**config.mk**
```make
export PLATFORM = sky130hd
export DESIGN_NAME = cmac_core
export DESIGN_NICKNAME = d
export VERILOG_FILES = /design/src/cmac_pkg.sv /design/src/cmac_core.sv /design/src/cmac_muldiv.sv
export VERILOG_INCLUDE_DIRS = /design/src /design/src/src
export SDC_FILE = /design/constraint.sdc
export NUM_CORES = 2
export LEC_CHECK = 0
export BUFFER_PORTS_ARGS = -buffer_cell sky130_fd_sc_hd__buf_2
export CAP_MARGIN = 20
export CELL_PAD_IN_SITES_DETAIL_PLACEMENT = 0
export CELL_PAD_IN_SITES_GLOBAL_PLACEMENT = 2
export CORE_MARGIN = 2
export CORE_UTILIZATION = 35
export CTS_CLUSTER_SIZE = 40
export DETAILED_ROUTE_END_ITERATION = 7
export PLACE_DENSITY_LB_ADDON = 0.1
export SETUP_SLACK_MARGIN = 0.4
export SYNTH_ARGS = -nofsm -noshare
export SYNTH_HDL_FRONTEND = slang
export SYNTH_SLANG_ARGS = --single-unit
```
**constraint.sdc**
```tcl
create_clock -name clk_sys -period 7.4 [get_ports clk_sys]
set_clock_uncertainty 0.1 [all_clocks]
set_input_delay 0.37 -clock clk_sys [delete_from_list [all_inputs] [get_ports clk_sys]]
set_output_delay 0.37 -clock clk_sys [all_outputs]
set_load 0.02 [all_outputs]
```
**src/cmac_cfg.svh**
```systemverilog
/*
  Constants of the CPU mode and addressing core: state counts of the
  arithmetic operations, address space masks, table limits and reset values.
  Assumes it is included by bare name from the design files.
*/
`ifndef CMAC_CFG_SVH
`define CMAC_CFG_SVH

// ============================================================
// State counts, one state is one clk_sys cycle
`define CMAC_ST_ADD 5'h01
`define CMAC_ST_MULU_B 5'h0C
`define CMAC_ST_MULS_B 5'h0D
`define CMAC_ST_DIVU_B 5'h0C
`define CMAC_ST_MULU_W 5'h14
`define CMAC_ST_MULS_W 5'h15
`define CMAC_ST_DIVU_W 5'h14

// ============================================================
// Address spaces and tables
`define CMAC_NORMAL_MASK 32'h0000FFFF
`define CMAC_ADV_MASK 32'h00FFFFFF
`define CMAC_IND_MASK 32'h000000FF
`define CMAC_VEC_BASE 32'h00000000
`define CMAC_PC_RESET 24'h000000
`define CMAC_INSN_BYTES 32'h00000002

`endif

```
**src/cmac_pkg.sv**
```systemverilog
/*
  Types of the CPU mode and addressing core: operation codes, operand sizes,
  arithmetic kinds, sequencer states and bus steps.
  Assumes nothing of its surroundings.
*/
package cmac_pkg;

  // ============================================================
  // Operations accepted on the request port
  typedef enum logic [3:0] {
    CMAC_OP_ADD,
    CMAC_OP_SUB,
    CMAC_OP_MULU,
    CMAC_OP_MULS,
    CMAC_OP_DIVU,
    CMAC_OP_EA_DISP,
    CMAC_OP_EA_POSTINC,
    CMAC_OP_EA_PREDEC,
    CMAC_OP_READ,
    CMAC_OP_IND_BRANCH,
    CMAC_OP_FETCH,
    CMAC_OP_EXCEPT,
    CMAC_OP_SLEEP
  } cmac_op_t;

  typedef enum logic [1:0] {
    CMAC_SZ_BYTE,
    CMAC_SZ_WORD,
    CMAC_SZ_LONG
  } cmac_size_t;

  typedef enum logic [2:0] {
    CMAC_MD_MULU_B,
    CMAC_MD_MULS_B,
    CMAC_MD_DIVU_B,
    CMAC_MD_MULU_W,
    CMAC_MD_MULS_W,
    CMAC_MD_DIVU_W
  } cmac_md_t;

  typedef enum logic [2:0] {
    CMAC_S_IDLE,
    CMAC_S_MULDIV,
    CMAC_S_EXC,
    CMAC_S_ACCESS,
    CMAC_S_SLEEP
  } cmac_state_t;

  typedef enum logic [2:0] {
    CMAC_STP_READ,
    CMAC_STP_IND,
    CMAC_STP_FETCH,
    CMAC_STP_EXTCTL,
    CMAC_STP_PC_ADV,
    CMAC_STP_PC_NRM,
    CMAC_STP_FLAGS,
    CMAC_STP_VEC
  } cmac_step_t;

endpackage

```
**src/cmac_core.sv**
```systemverilog
/*
  CPU mode and addressing core: arithmetic timing, effective address forming,
  indirect branch and vector fetch, exception stacking, fetch and power-down.
  Assumes an internal bus slave that answers each request with one bus_ack
  pulse (read data valid with it) and never acks while bus_req is low.
*/
`timescale 1ns/1ns
`include "cmac_cfg.svh"

module cmac_core
  import cmac_pkg::*;
#(
  parameter bit NORMAL_MODE_AVAIL = 1'b0
)
(
  input wire logic clk_sys,
  input wire logic resetn,
  input wire logic mode_pin,
  input wire logic intr_mode0,
  input wire logic op_valid,
  input wire cmac_op_t op_code,
  input wire cmac_size_t op_size,
  input wire logic [31:0] op_a,
  input wire logic [31:0] op_b,
  input wire logic [7:0] condition_flags_reg,
  input wire logic [7:0] extended_control_reg,
  input wire logic wake_req,
  input wire logic bus_ack,
  input wire logic [31:0] bus_rdata,
  output logic op_ready,
  output logic op_done,
  output logic [31:0] op_result,
  output logic [31:0] op_wb,
  output logic [23:0] pc,
  output logic mode_adv,
  output logic power_down,
  output logic bus_req,
  output logic bus_we,
  output logic bus_byte,
  output logic bus_long,
  output logic [31:0] bus_addr,
  output logic [31:0] bus_wdata
);

  // ============================================================
  // Helpers
  function automatic logic [31:0] space_mask(input logic adv, input logic [31:0] ea);
    space_mask = adv ? (ea & `CMAC_ADV_MASK) : (ea & `CMAC_NORMAL_MASK);
  endfunction

  function automatic logic [31:0] even_addr(input logic [31:0] a, input cmac_size_t sz);
    even_addr = (sz == CMAC_SZ_BYTE) ? a : {a[31:1], 1'b0};
  endfunction

  function automatic logic [31:0] size_data(input logic [31:0] d, input cmac_size_t sz);
    unique case (sz)
      CMAC_SZ_BYTE: size_data = {24'h000000, d[7:0]};
      CMAC_SZ_WORD: size_data = {16'h0000, d[15:0]};
      default: size_data = d;
    endcase
  endfunction

  // ============================================================
  // Reset release and mode strap
  logic rst_meta_reg;
  logic rst_n_reg;
  logic strap_done_reg;
  logic mode_adv_reg;

  always_ff @(posedge clk_sys or negedge resetn)
  begin
    if (!resetn)
    begin
      rst_meta_reg <= 1'b0;
      rst_n_reg <= 1'b0;
    end
    else
    begin
      rst_meta_reg <= 1'b1;
      rst_n_reg <= rst_meta_reg;
    end
  end

  // Pins must not change while running, so they are caught once after release
  always_ff @(posedge clk_sys or negedge rst_n_reg)
  begin
    if (!rst_n_reg)
    begin
      strap_done_reg <= 1'b0;
      mode_adv_reg <= 1'b1;
    end
    else if (!strap_done_reg)
    begin
      strap_done_reg <= 1'b1;
      mode_adv_reg <= NORMAL_MODE_AVAIL ? mode_pin : 1'b1;
    end
  end

  // ============================================================
  // Decode
  cmac_state_t state_reg;
  cmac_step_t step_reg;
  cmac_size_t size_reg;
  logic [31:0] sp_reg;
  logic [7:0] vec_reg;
  logic [7:0] flags_reg;
  logic [7:0] extctl_reg;
  logic icm0_reg;
  logic md_done;
  logic [31:0] md_result;

  wire take = op_valid && op_ready;
  wire idle_take = (state_reg == CMAC_S_IDLE) && take;
  wire acked = (state_reg == CMAC_S_ACCESS) && bus_ack;
  wire adv = mode_adv_reg;
  assign mode_adv = mode_adv_reg;
  wire is_md = (op_code == CMAC_OP_MULU) || (op_code == CMAC_OP_MULS)
    || (op_code == CMAC_OP_DIVU);
  wire wide = (op_size != CMAC_SZ_BYTE);
  wire cmac_md_t md_kind = cmac_md_t'((op_code == CMAC_OP_MULU)
    ? (wide ? CMAC_MD_MULU_W : CMAC_MD_MULU_B)
    : (op_code == CMAC_OP_MULS) ? (wide ? CMAC_MD_MULS_W : CMAC_MD_MULS_B)
    : (wide ? CMAC_MD_DIVU_W : CMAC_MD_DIVU_B));
  wire [31:0] disp = (op_size == CMAC_SZ_WORD) ? {{16{op_b[15]}}, op_b[15:0]} : op_b;
  wire [31:0] step_n = (op_size == CMAC_SZ_BYTE) ? 32'h00000001
    : (op_size == CMAC_SZ_WORD) ? 32'h00000002 : 32'h00000004;
  // Full 32-bit update so a carry reaches the upper half
  wire [31:0] inc_val = op_a + step_n;
  wire [31:0] dec_val = op_a - step_n;
  wire [31:0] pc_ext = {8'h00, pc};
  wire [31:0] sp_pc = sp_reg - (adv ? 32'h00000004 : 32'h00000002);
  wire [31:0] sp_w = sp_reg - 32'h00000002;
  wire [31:0] vec_off = adv ? {22'h000000, vec_reg, 2'b00} : {23'h000000, vec_reg, 1'b0};

  // ============================================================
  // Bus access launch
  wire want_rd = idle_take && (op_code == CMAC_OP_READ);
  wire want_ind = idle_take && (op_code == CMAC_OP_IND_BRANCH);
  wire want_fetch = idle_take && (op_code == CMAC_OP_FETCH);
  wire want_ext = (state_reg == CMAC_S_EXC) && !icm0_reg;
  wire want_pc = ((state_reg == CMAC_S_EXC) && icm0_reg) || (acked && step_reg == CMAC_STP_EXTCTL);
  wire want_flags = acked && (step_reg == CMAC_STP_PC_NRM);
  wire want_vec = acked && ((step_reg == CMAC_STP_PC_ADV) || (step_reg == CMAC_STP_FLAGS));
  wire launch = want_rd || want_ind || want_fetch || want_ext || want_pc || want_flags || want_vec;
  wire launch_we = want_ext || want_pc || want_flags;
  wire launch_byte = want_rd && (op_size == CMAC_SZ_BYTE);
  wire launch_long = (want_rd && op_size == CMAC_SZ_LONG) || (adv && (want_ind || want_pc || want_vec));
  wire [31:0] launch_addr = want_rd ? even_addr(space_mask(adv, op_a), op_size)
    : want_ind ? even_addr(op_a & `CMAC_IND_MASK, CMAC_SZ_LONG)
    : want_fetch ? space_mask(adv, {pc_ext[31:1], 1'b0})
    : want_pc ? even_addr(space_mask(adv, sp_pc), CMAC_SZ_WORD)
    : want_vec ? space_mask(adv, `CMAC_VEC_BASE + vec_off)
    : even_addr(space_mask(adv, sp_w), CMAC_SZ_WORD);
  wire [31:0] launch_data = want_ext ? {16'h0000, extctl_reg, extctl_reg}
    : want_flags ? {16'h0000, flags_reg, flags_reg}
    : adv ? {flags_reg, pc} : {16'h0000, pc[15:0]};
  wire cmac_step_t launch_step = cmac_step_t'(want_rd ? CMAC_STP_READ
    : want_ind ? CMAC_STP_IND
    : want_fetch ? CMAC_STP_FETCH : want_ext ? CMAC_STP_EXTCTL
    : want_pc ? (adv ? CMAC_STP_PC_ADV : CMAC_STP_PC_NRM)
    : want_flags ? CMAC_STP_FLAGS : CMAC_STP_VEC);
  // Upper byte of a fetched branch address is reserved and forced to zero
  wire [23:0] branch_target = adv ? bus_rdata[23:0] : {8'h00, bus_rdata[15:0]};
  wire [31:0] pc_step = space_mask(adv, pc_ext + `CMAC_INSN_BYTES);

  always_ff @(posedge clk_sys or negedge rst_n_reg)
  begin
    if (!rst_n_reg)
    begin
      bus_req <= 1'b0;
      bus_we <= 1'b0;
      bus_byte <= 1'b0;
      bus_long <= 1'b0;
      bus_addr <= 32'h00000000;
      bus_wdata <= 32'h00000000;
    end
    else if (launch)
    begin
      bus_req <= 1'b1;
      bus_we <= launch_we;
      bus_byte <= launch_byte;
      bus_long <= launch_long;
      bus_addr <= launch_addr;
      bus_wdata <= launch_data;
    end
    else if (bus_ack)
      bus_req <= 1'b0;
  end

  cmac_muldiv u_muldiv (
    .clk_sys(clk_sys),
    .rst_n(rst_n_reg),
    .start(idle_take && is_md),
    .kind(md_kind),
    .opnd_a(op_a),
    .opnd_b(op_b),
    .done(md_done),
    .result(md_result)
  );

  // ============================================================
  // Sequencer
  always_ff @(posedge clk_sys or negedge rst_n_reg)
  begin
    if (!rst_n_reg)
    begin
      state_reg <= CMAC_S_IDLE;
      step_reg <= CMAC_STP_READ;
      size_reg <= CMAC_SZ_BYTE;
      op_ready <= 1'b0;
      op_done <= 1'b0;
      op_result <= 32'h00000000;
      op_wb <= 32'h00000000;
      pc <= `CMAC_PC_RESET;
      power_down <= 1'b0;
      sp_reg <= 32'h00000000;
      vec_reg <= 8'h00;
      flags_reg <= 8'h00;
      extctl_reg <= 8'h00;
      icm0_reg <= 1'b0;
    end
    else
    begin
      op_done <= 1'b0;
      if (launch)
        step_reg <= launch_step;
      if (launch && launch_we)
        sp_reg <= launch_addr;
      unique case (state_reg)
        CMAC_S_IDLE:
        begin
          op_ready <= strap_done_reg;
          if (take)
          begin
            size_reg <= op_size;
            unique case (op_code)
              CMAC_OP_ADD, CMAC_OP_SUB:
              begin
                op_result <= size_data((op_code == CMAC_OP_ADD) ? op_a + op_b : op_a - op_b,
                  op_size);
                op_done <= 1'b1;
              end
              CMAC_OP_MULU, CMAC_OP_MULS, CMAC_OP_DIVU:
              begin
                state_reg <= CMAC_S_MULDIV;
                op_ready <= 1'b0;
              end
              CMAC_OP_EA_DISP, CMAC_OP_EA_POSTINC, CMAC_OP_EA_PREDEC:
              begin
                op_result <= space_mask(adv, (op_code == CMAC_OP_EA_DISP) ? op_a + disp
                  : (op_code == CMAC_OP_EA_PREDEC) ? dec_val : op_a);
                op_wb <= (op_code == CMAC_OP_EA_PREDEC) ? dec_val
                  : (op_code == CMAC_OP_EA_POSTINC) ? inc_val : op_a;
                op_done <= 1'b1;
              end
              CMAC_OP_READ, CMAC_OP_IND_BRANCH, CMAC_OP_FETCH:
              begin
                op_result <= pc_ext;
                state_reg <= CMAC_S_ACCESS;
                op_ready <= 1'b0;
              end
              CMAC_OP_EXCEPT:
              begin
                vec_reg <= op_a[7:0];
                sp_reg <= op_b;
                flags_reg <= condition_flags_reg;
                extctl_reg <= extended_control_reg;
                icm0_reg <= intr_mode0;
                state_reg <= CMAC_S_EXC;
                op_ready <= 1'b0;
              end
              CMAC_OP_SLEEP:
              begin
                power_down <= 1'b1;
                state_reg <= CMAC_S_SLEEP;
                op_ready <= 1'b0;
              end
              default:
                op_done <= 1'b1;
            endcase
          end
        end
        CMAC_S_MULDIV:
        begin
          if (md_done)
          begin
            op_result <= md_result;
            op_done <= 1'b1;
            op_ready <= 1'b1;
            state_reg <= CMAC_S_IDLE;
          end
        end
        CMAC_S_EXC:
          state_reg <= CMAC_S_ACCESS;
        CMAC_S_ACCESS:
        begin
          if (bus_ack)
          begin
            unique case (step_reg)
              CMAC_STP_READ:
                op_result <= size_data(bus_rdata, size_reg);
              CMAC_STP_IND, CMAC_STP_VEC:
                pc <= branch_target;
              CMAC_STP_FETCH:
              begin
                op_result <= {16'h0000, bus_rdata[15:0]};
                pc <= pc_step[23:0];
              end
              default:
                op_wb <= sp_reg;
            endcase
            if (step_reg == CMAC_STP_VEC)
              op_result <= sp_reg;
            if (!launch)
            begin
              op_done <= 1'b1;
              op_ready <= 1'b1;
              state_reg <= CMAC_S_IDLE;
            end
          end
        end
        CMAC_S_SLEEP:
        begin
          if (wake_req)
          begin
            power_down <= 1'b0;
            op_ready <= 1'b1;
            state_reg <= CMAC_S_IDLE;
          end
        end
      endcase
    end
  end

  // ============================================================
  // Checks
  logic [4:0] age_reg;
  cmac_md_t md_last_reg;
  logic md_last_valid_reg;
  logic ea_last_reg;

  always_ff @(posedge clk_sys or negedge rst_n_reg)
  begin
    if (!rst_n_reg)
    begin
      age_reg <= 5'h00;
      md_last_reg <= CMAC_MD_MULU_B;
      md_last_valid_reg <= 1'b0;
      ea_last_reg <= 1'b0;
    end
    else
    begin
      // The take cycle counts as the first state
      age_reg <= take ? 5'h01 : (age_reg == 5'h1F) ? age_reg : age_reg + 5'h01;
      if (take)
      begin
        md_last_reg <= md_kind;
        md_last_valid_reg <= is_md;
        ea_last_reg <= (op_code == CMAC_OP_EA_DISP) || (op_code == CMAC_OP_EA_PREDEC)
          || (op_code == CMAC_OP_EA_POSTINC);
      end
    end
  end
endmodule

```
**src/cmac_muldiv.sv**
```systemverilog
/*
  Multiply and divide unit with fixed state counts per operation kind.
  Assumes start is a one-cycle pulse given only while the unit is idle.
*/
`timescale 1ns/1ns
`include "cmac_cfg.svh"

module cmac_muldiv
  import cmac_pkg::*;
(
  input wire logic clk_sys,
  input wire logic rst_n,
  input wire logic start,
  input wire cmac_md_t kind,
  input wire logic [31:0] opnd_a,
  input wire logic [31:0] opnd_b,
  output logic done,
  output logic [31:0] result
);

  // ============================================================
  // Decode
  function automatic logic [4:0] states_of(input cmac_md_t k);
    unique case (k)
      CMAC_MD_MULU_B: states_of = `CMAC_ST_MULU_B;
      CMAC_MD_MULS_B: states_of = `CMAC_ST_MULS_B;
      CMAC_MD_DIVU_B: states_of = `CMAC_ST_DIVU_B;
      CMAC_MD_MULU_W: states_of = `CMAC_ST_MULU_W;
      CMAC_MD_MULS_W: states_of = `CMAC_ST_MULS_W;
      CMAC_MD_DIVU_W: states_of = `CMAC_ST_DIVU_W;
    endcase
  endfunction

  // Divide by zero leaves the dividend untouched
  function automatic logic [31:0] calc(input cmac_md_t k, input logic [31:0] a,
                                       input logic [31:0] b);
    logic [15:0] p16;
    logic signed [15:0] s16;
    logic signed [31:0] s32;
    logic [15:0] q16;
    logic [15:0] r16;
    logic [31:0] q32;
    logic [31:0] r32;
    p16 = {8'h00, a[7:0]} * {8'h00, b[7:0]};
    s16 = $signed({{8{a[7]}}, a[7:0]}) * $signed({{8{b[7]}}, b[7:0]});
    s32 = $signed({{16{a[15]}}, a[15:0]}) * $signed({{16{b[15]}}, b[15:0]});
    q16 = (b[7:0] == 8'h00) ? a[15:0] : a[15:0] / {8'h00, b[7:0]};
    r16 = (b[7:0] == 8'h00) ? a[15:0] : a[15:0] % {8'h00, b[7:0]};
    q32 = (b[15:0] == 16'h0000) ? a : a / {16'h0000, b[15:0]};
    r32 = (b[15:0] == 16'h0000) ? a : a % {16'h0000, b[15:0]};
    unique case (k)
      CMAC_MD_MULU_B: calc = {16'h0000, p16};
      CMAC_MD_MULS_B: calc = {16'h0000, s16};
      CMAC_MD_DIVU_B: calc = (b[7:0] == 8'h00) ? a : {16'h0000, r16[7:0], q16[7:0]};
      CMAC_MD_MULU_W: calc = {16'h0000, a[15:0]} * {16'h0000, b[15:0]};
      CMAC_MD_MULS_W: calc = s32;
      CMAC_MD_DIVU_W: calc = (b[15:0] == 16'h0000) ? a : {r32[15:0], q32[15:0]};
    endcase
  endfunction

  // ============================================================
  // Countdown: the take edge is the first state and done rises one cycle
  // before the core reports, so the answer stands in the last counted state
  logic [4:0] cnt_reg;

  always_ff @(posedge clk_sys or negedge rst_n)
  begin
    if (!rst_n)
    begin
      cnt_reg <= 5'h00;
      done <= 1'b0;
      result <= 32'h00000000;
    end
    else
    begin
      done <= (cnt_reg == 5'h01);
      if (start)
      begin
        cnt_reg <= states_of(kind) - 5'h02;
        result <= calc(kind, opnd_a, opnd_b);
      end
      else if (cnt_reg != 5'h00)
        cnt_reg <= cnt_reg - 5'h01;
    end
  end

endmodule

```
==> results.yml <==
final_layout:
  area_delta_synth_final_pct: 45.3
  final_nets: 11907
  drive_gt1_share_pct: 35.3
  fillers: 17221
  stdcell_count: 12920
synthesis:
  synth_top_area_share_pct: 15.6
  synthAdderAreaFrac_pct: 30.4
  ys_warn_count: 0
  syn_inst: 7954
  yosys.area_share.xor_xnor_pct: 6.34
  synthMuxAreaShare_pct: 3.61
  synth_compound_area_share_pct: 23.9
  synth_edf_count: 0
  synth_area_leader_cell: "ha_1"
  ys_seq_elements: 257
  avgSynthCellArea_um2: 7.78
  synth-main-ff-cell: "dfrtp_1"
  async_flop_share_pct: 100
  synth-simple-area-share_pct: 19.1
  ys_types: 132
  synthesis.area_mm2: 0.0619
  synth_area_leaders: "ha_1, fa_1, dfrtp_1"
  synth_top_family_by_area: "adder cells"
  seq_area_frac_synth_pct: 10.4
setup_path:
  critPathMaxStageDelay_ns: 0.50
  cp_common_cell: "o21a_1"
  critPathRequiredTime_ns: 7.84
  crit_fanout: 8
  regToRegSetupSlack_ns: 2.65
  cp-endpoint: "u_muldiv.result[31]"
  critical_path_class: "primary input to register"
  reg2reg_from: "state_reg[1]"
  start_kind: "primary input"
  crit_path_end_kind: "register"
  r2r_end: "state_reg[0]"
  cpMaxStageDelayCell: "o41a_4"
  crit_start: "op_b[0]"
  cp.arrival_ns: 78.26
  reg2reg_depth: 13
clock_tree:
  clock_sinks: 257
  cts_buffers: 31
  cts_buffer_depth: 3
  htreeDepth: 1
  cts.root.buffer_cell: "clkbuf_16"
  clk_pin_slew_ns: 0.06
  cts_tree: "built"
  worstSkewPairLatency_ns: 0.61
timing:
  worst_pin_slew_ns: 1.13
  fin_crit_sh_pct: 1050
  drv_slew: 0
  fmax_ghz: 0.0129
  rsz0062_at_grt: "yes"
  layout_setup_ws_ns: -70.42
  finalSetupViolations: 34
  hold_viol_final: 0
  slew_headroom_pct: 24.2
  period_needed_ns: 77.82
global_route:
  grt_antenna_before_repair: 17
  grt_pass1_vias: 70839
  grt_pass1_wl_um: 443000
  grtUsageTotal_pct: 32.2
  grt_overflow: 0
  grt_max_degree: 138
floorplan:
  die_w_um: 425
  die_y_um: 425
  dieArea_mm2: 0.180
  num_rows: 154
  ios: 285
  core_area_mm2: 0.176
  start_util_pct: 35.2
placed_design:
  finalWeightedCongestion: 0.956
  io_buffers: 274
  dpl.hpwl_um: 238000
  dp_cells: 12352
min_path:
  hold_path.class: "primary input to register"
detailed_routing:
  drc: 0
  dr_total_vias: 70288
  finalWirelength_um: 299000
  wl_per_cell_um: 23.2
  via_per_inst: 5.44
  drtIter0Drc: 5031
  ant_nets: 0
  first_pass_iters: 7
status:
  outcome: "complete, but fails checks"
  violations: "negative setup slack"
flow_run:
  cap_violations: 0
[worst max-delay path, delay by kind of cell]
| kind | cells | cell delay, ns |
|---|---|---|
| AOI/OAI and AO/OA | 222 | 40.97 |
| xor gates and xnor gates | 1 | 0.18 |
| adders and majority gates | 28 | 7.47 |
| buffers and inverters | 115 | 13.70 |
| muxes | 11 | 2.97 |
| and+or+nand+nor | 74 | 12.35 |
[placed cells by master (no fill, tap or decap), types with 157 or more instances in the layout]
cell type / netlist / routed
a21oi_1: 609 / 526
a21o_1: 158 / 157
nor3_1: 334 / 314
fa_1: 457 / 455
nand2_1: 809 / 786
buf_2: 18 / 270
xnor2_1: 298 / 296
o21a_1: 282 / 278
nor2_1: 756 / 699
buf_4: 12 / 2537
o21ai_0: 407 / 338
dfrtp_1: 257 / 255
inv_1: 624 / 608
ha_1: 772 / 704
[routing by layer]
metal	track usage (%)	vias up	wire, um
li1	-	33392	-
met1	42.0	34323	129000
met2	53.7	2024	138000
met3	3.67	541	16800
met4	14.0	8	16000
met5	0	-	57
[logic make-up after synthesis]
kind of cell    count (synthesis)
flops                         257
mux                           205
buf+inv                      1011
xor+xnor                      447
fa+ha+maj                    1229
other cells                     2
simple gates                 2538
compound gates               2265
[stage by stage]
stage	hold slack [ns]	cell area, um2	utilization [%]	TNS [ns]	setup WS, ns
after floorplan	-0.0256	63500	-	-1957.34	-75.58
after global placement	0.0546	82100	46.6	-1858.01	-71.29
after detailed placement	0.0574	82100	46.7	-1906.45	-73.05
after CTS	0.000735	87600	49.8	-1796.21	-69.26
after global routing	0.0266	89900	51.1	-1918.66	-74.04
final	0.0285	89900	51.1	-1822.50	-70.42
[synth_stat cells (32+ instances only)]
master / instances
nand2_1: 809
ha_1: 772
nor2_1: 756
inv_1: 624
a21oi_1: 609
fa_1: 457
o21ai_0: 407
nor3_1: 334
clkbuf_1: 301
xnor2_1: 298
o21a_1: 282
dfrtp_1: 257
a21o_1: 158
xor2_1: 148
o31ai_1: 141
mux2_2: 120
nand3_1: 117
o21bai_1: 85
o22ai_1: 76
mux2i_1: 75
or2_2: 69
nand2b_1: 66
a211oi_1: 65
and2_1: 54
a31oi_1: 53
or3_1: 50
o211ai_1: 47
and3_1: 46
buf_1: 43
nand4_1: 42
nor4_1: 42
a22oi_1: 35
nor2b_1: 35
o21ai_1: 32
[layout make-up]
class,instances,area (um2),area share (%)
Timing Repair Buffer,2933,22000,24.4
Sequential cell,257,6440,7.16
Clock inverter,12,114,0.127
Inverter,633,2380,2.65
Antenna cell,5,12.5,0.0139
Clock buffer,43,891,0.990
Multi-Input combinational cell,6697,55200,61.4
Tap cell,2340,2930,3.26
[how the worst min path moves through the flow]
| stage | depth (start not counted) | to | startpoint |
|---|---|---|---|
| 6_report | 3 | size_reg[0] | op_size[0] |
| 4_1_cts | 4 | power_down | wake_req |
| 5_1_grt | 3 | size_reg[0] | op_size[0] |
| 3_5_place_dp | 1 | rst_meta_reg | resetn |
| 2_1_floorplan | 0 | rst_meta_reg | resetn |
| 3_3_place_gp | 1 | rst_meta_reg | resetn |
[timing repair]
| action | in CTS | in global routing |
|---|---|---|
| hold buffers | 34 | 0 |
| pin swaps | 193 | 207 |
| endpoints found under the setup margin | 37 | 42 |
| resized for setup | 306 | 315 |
| hold endpoints to repair | 34 | 0 |
| buffers inserted | 351 | 117 |
| cloned | 5 | 1 |
Power is not shown: default switching activity piles up to over one toggle a cycle in this logic, so the estimate is an artifact.
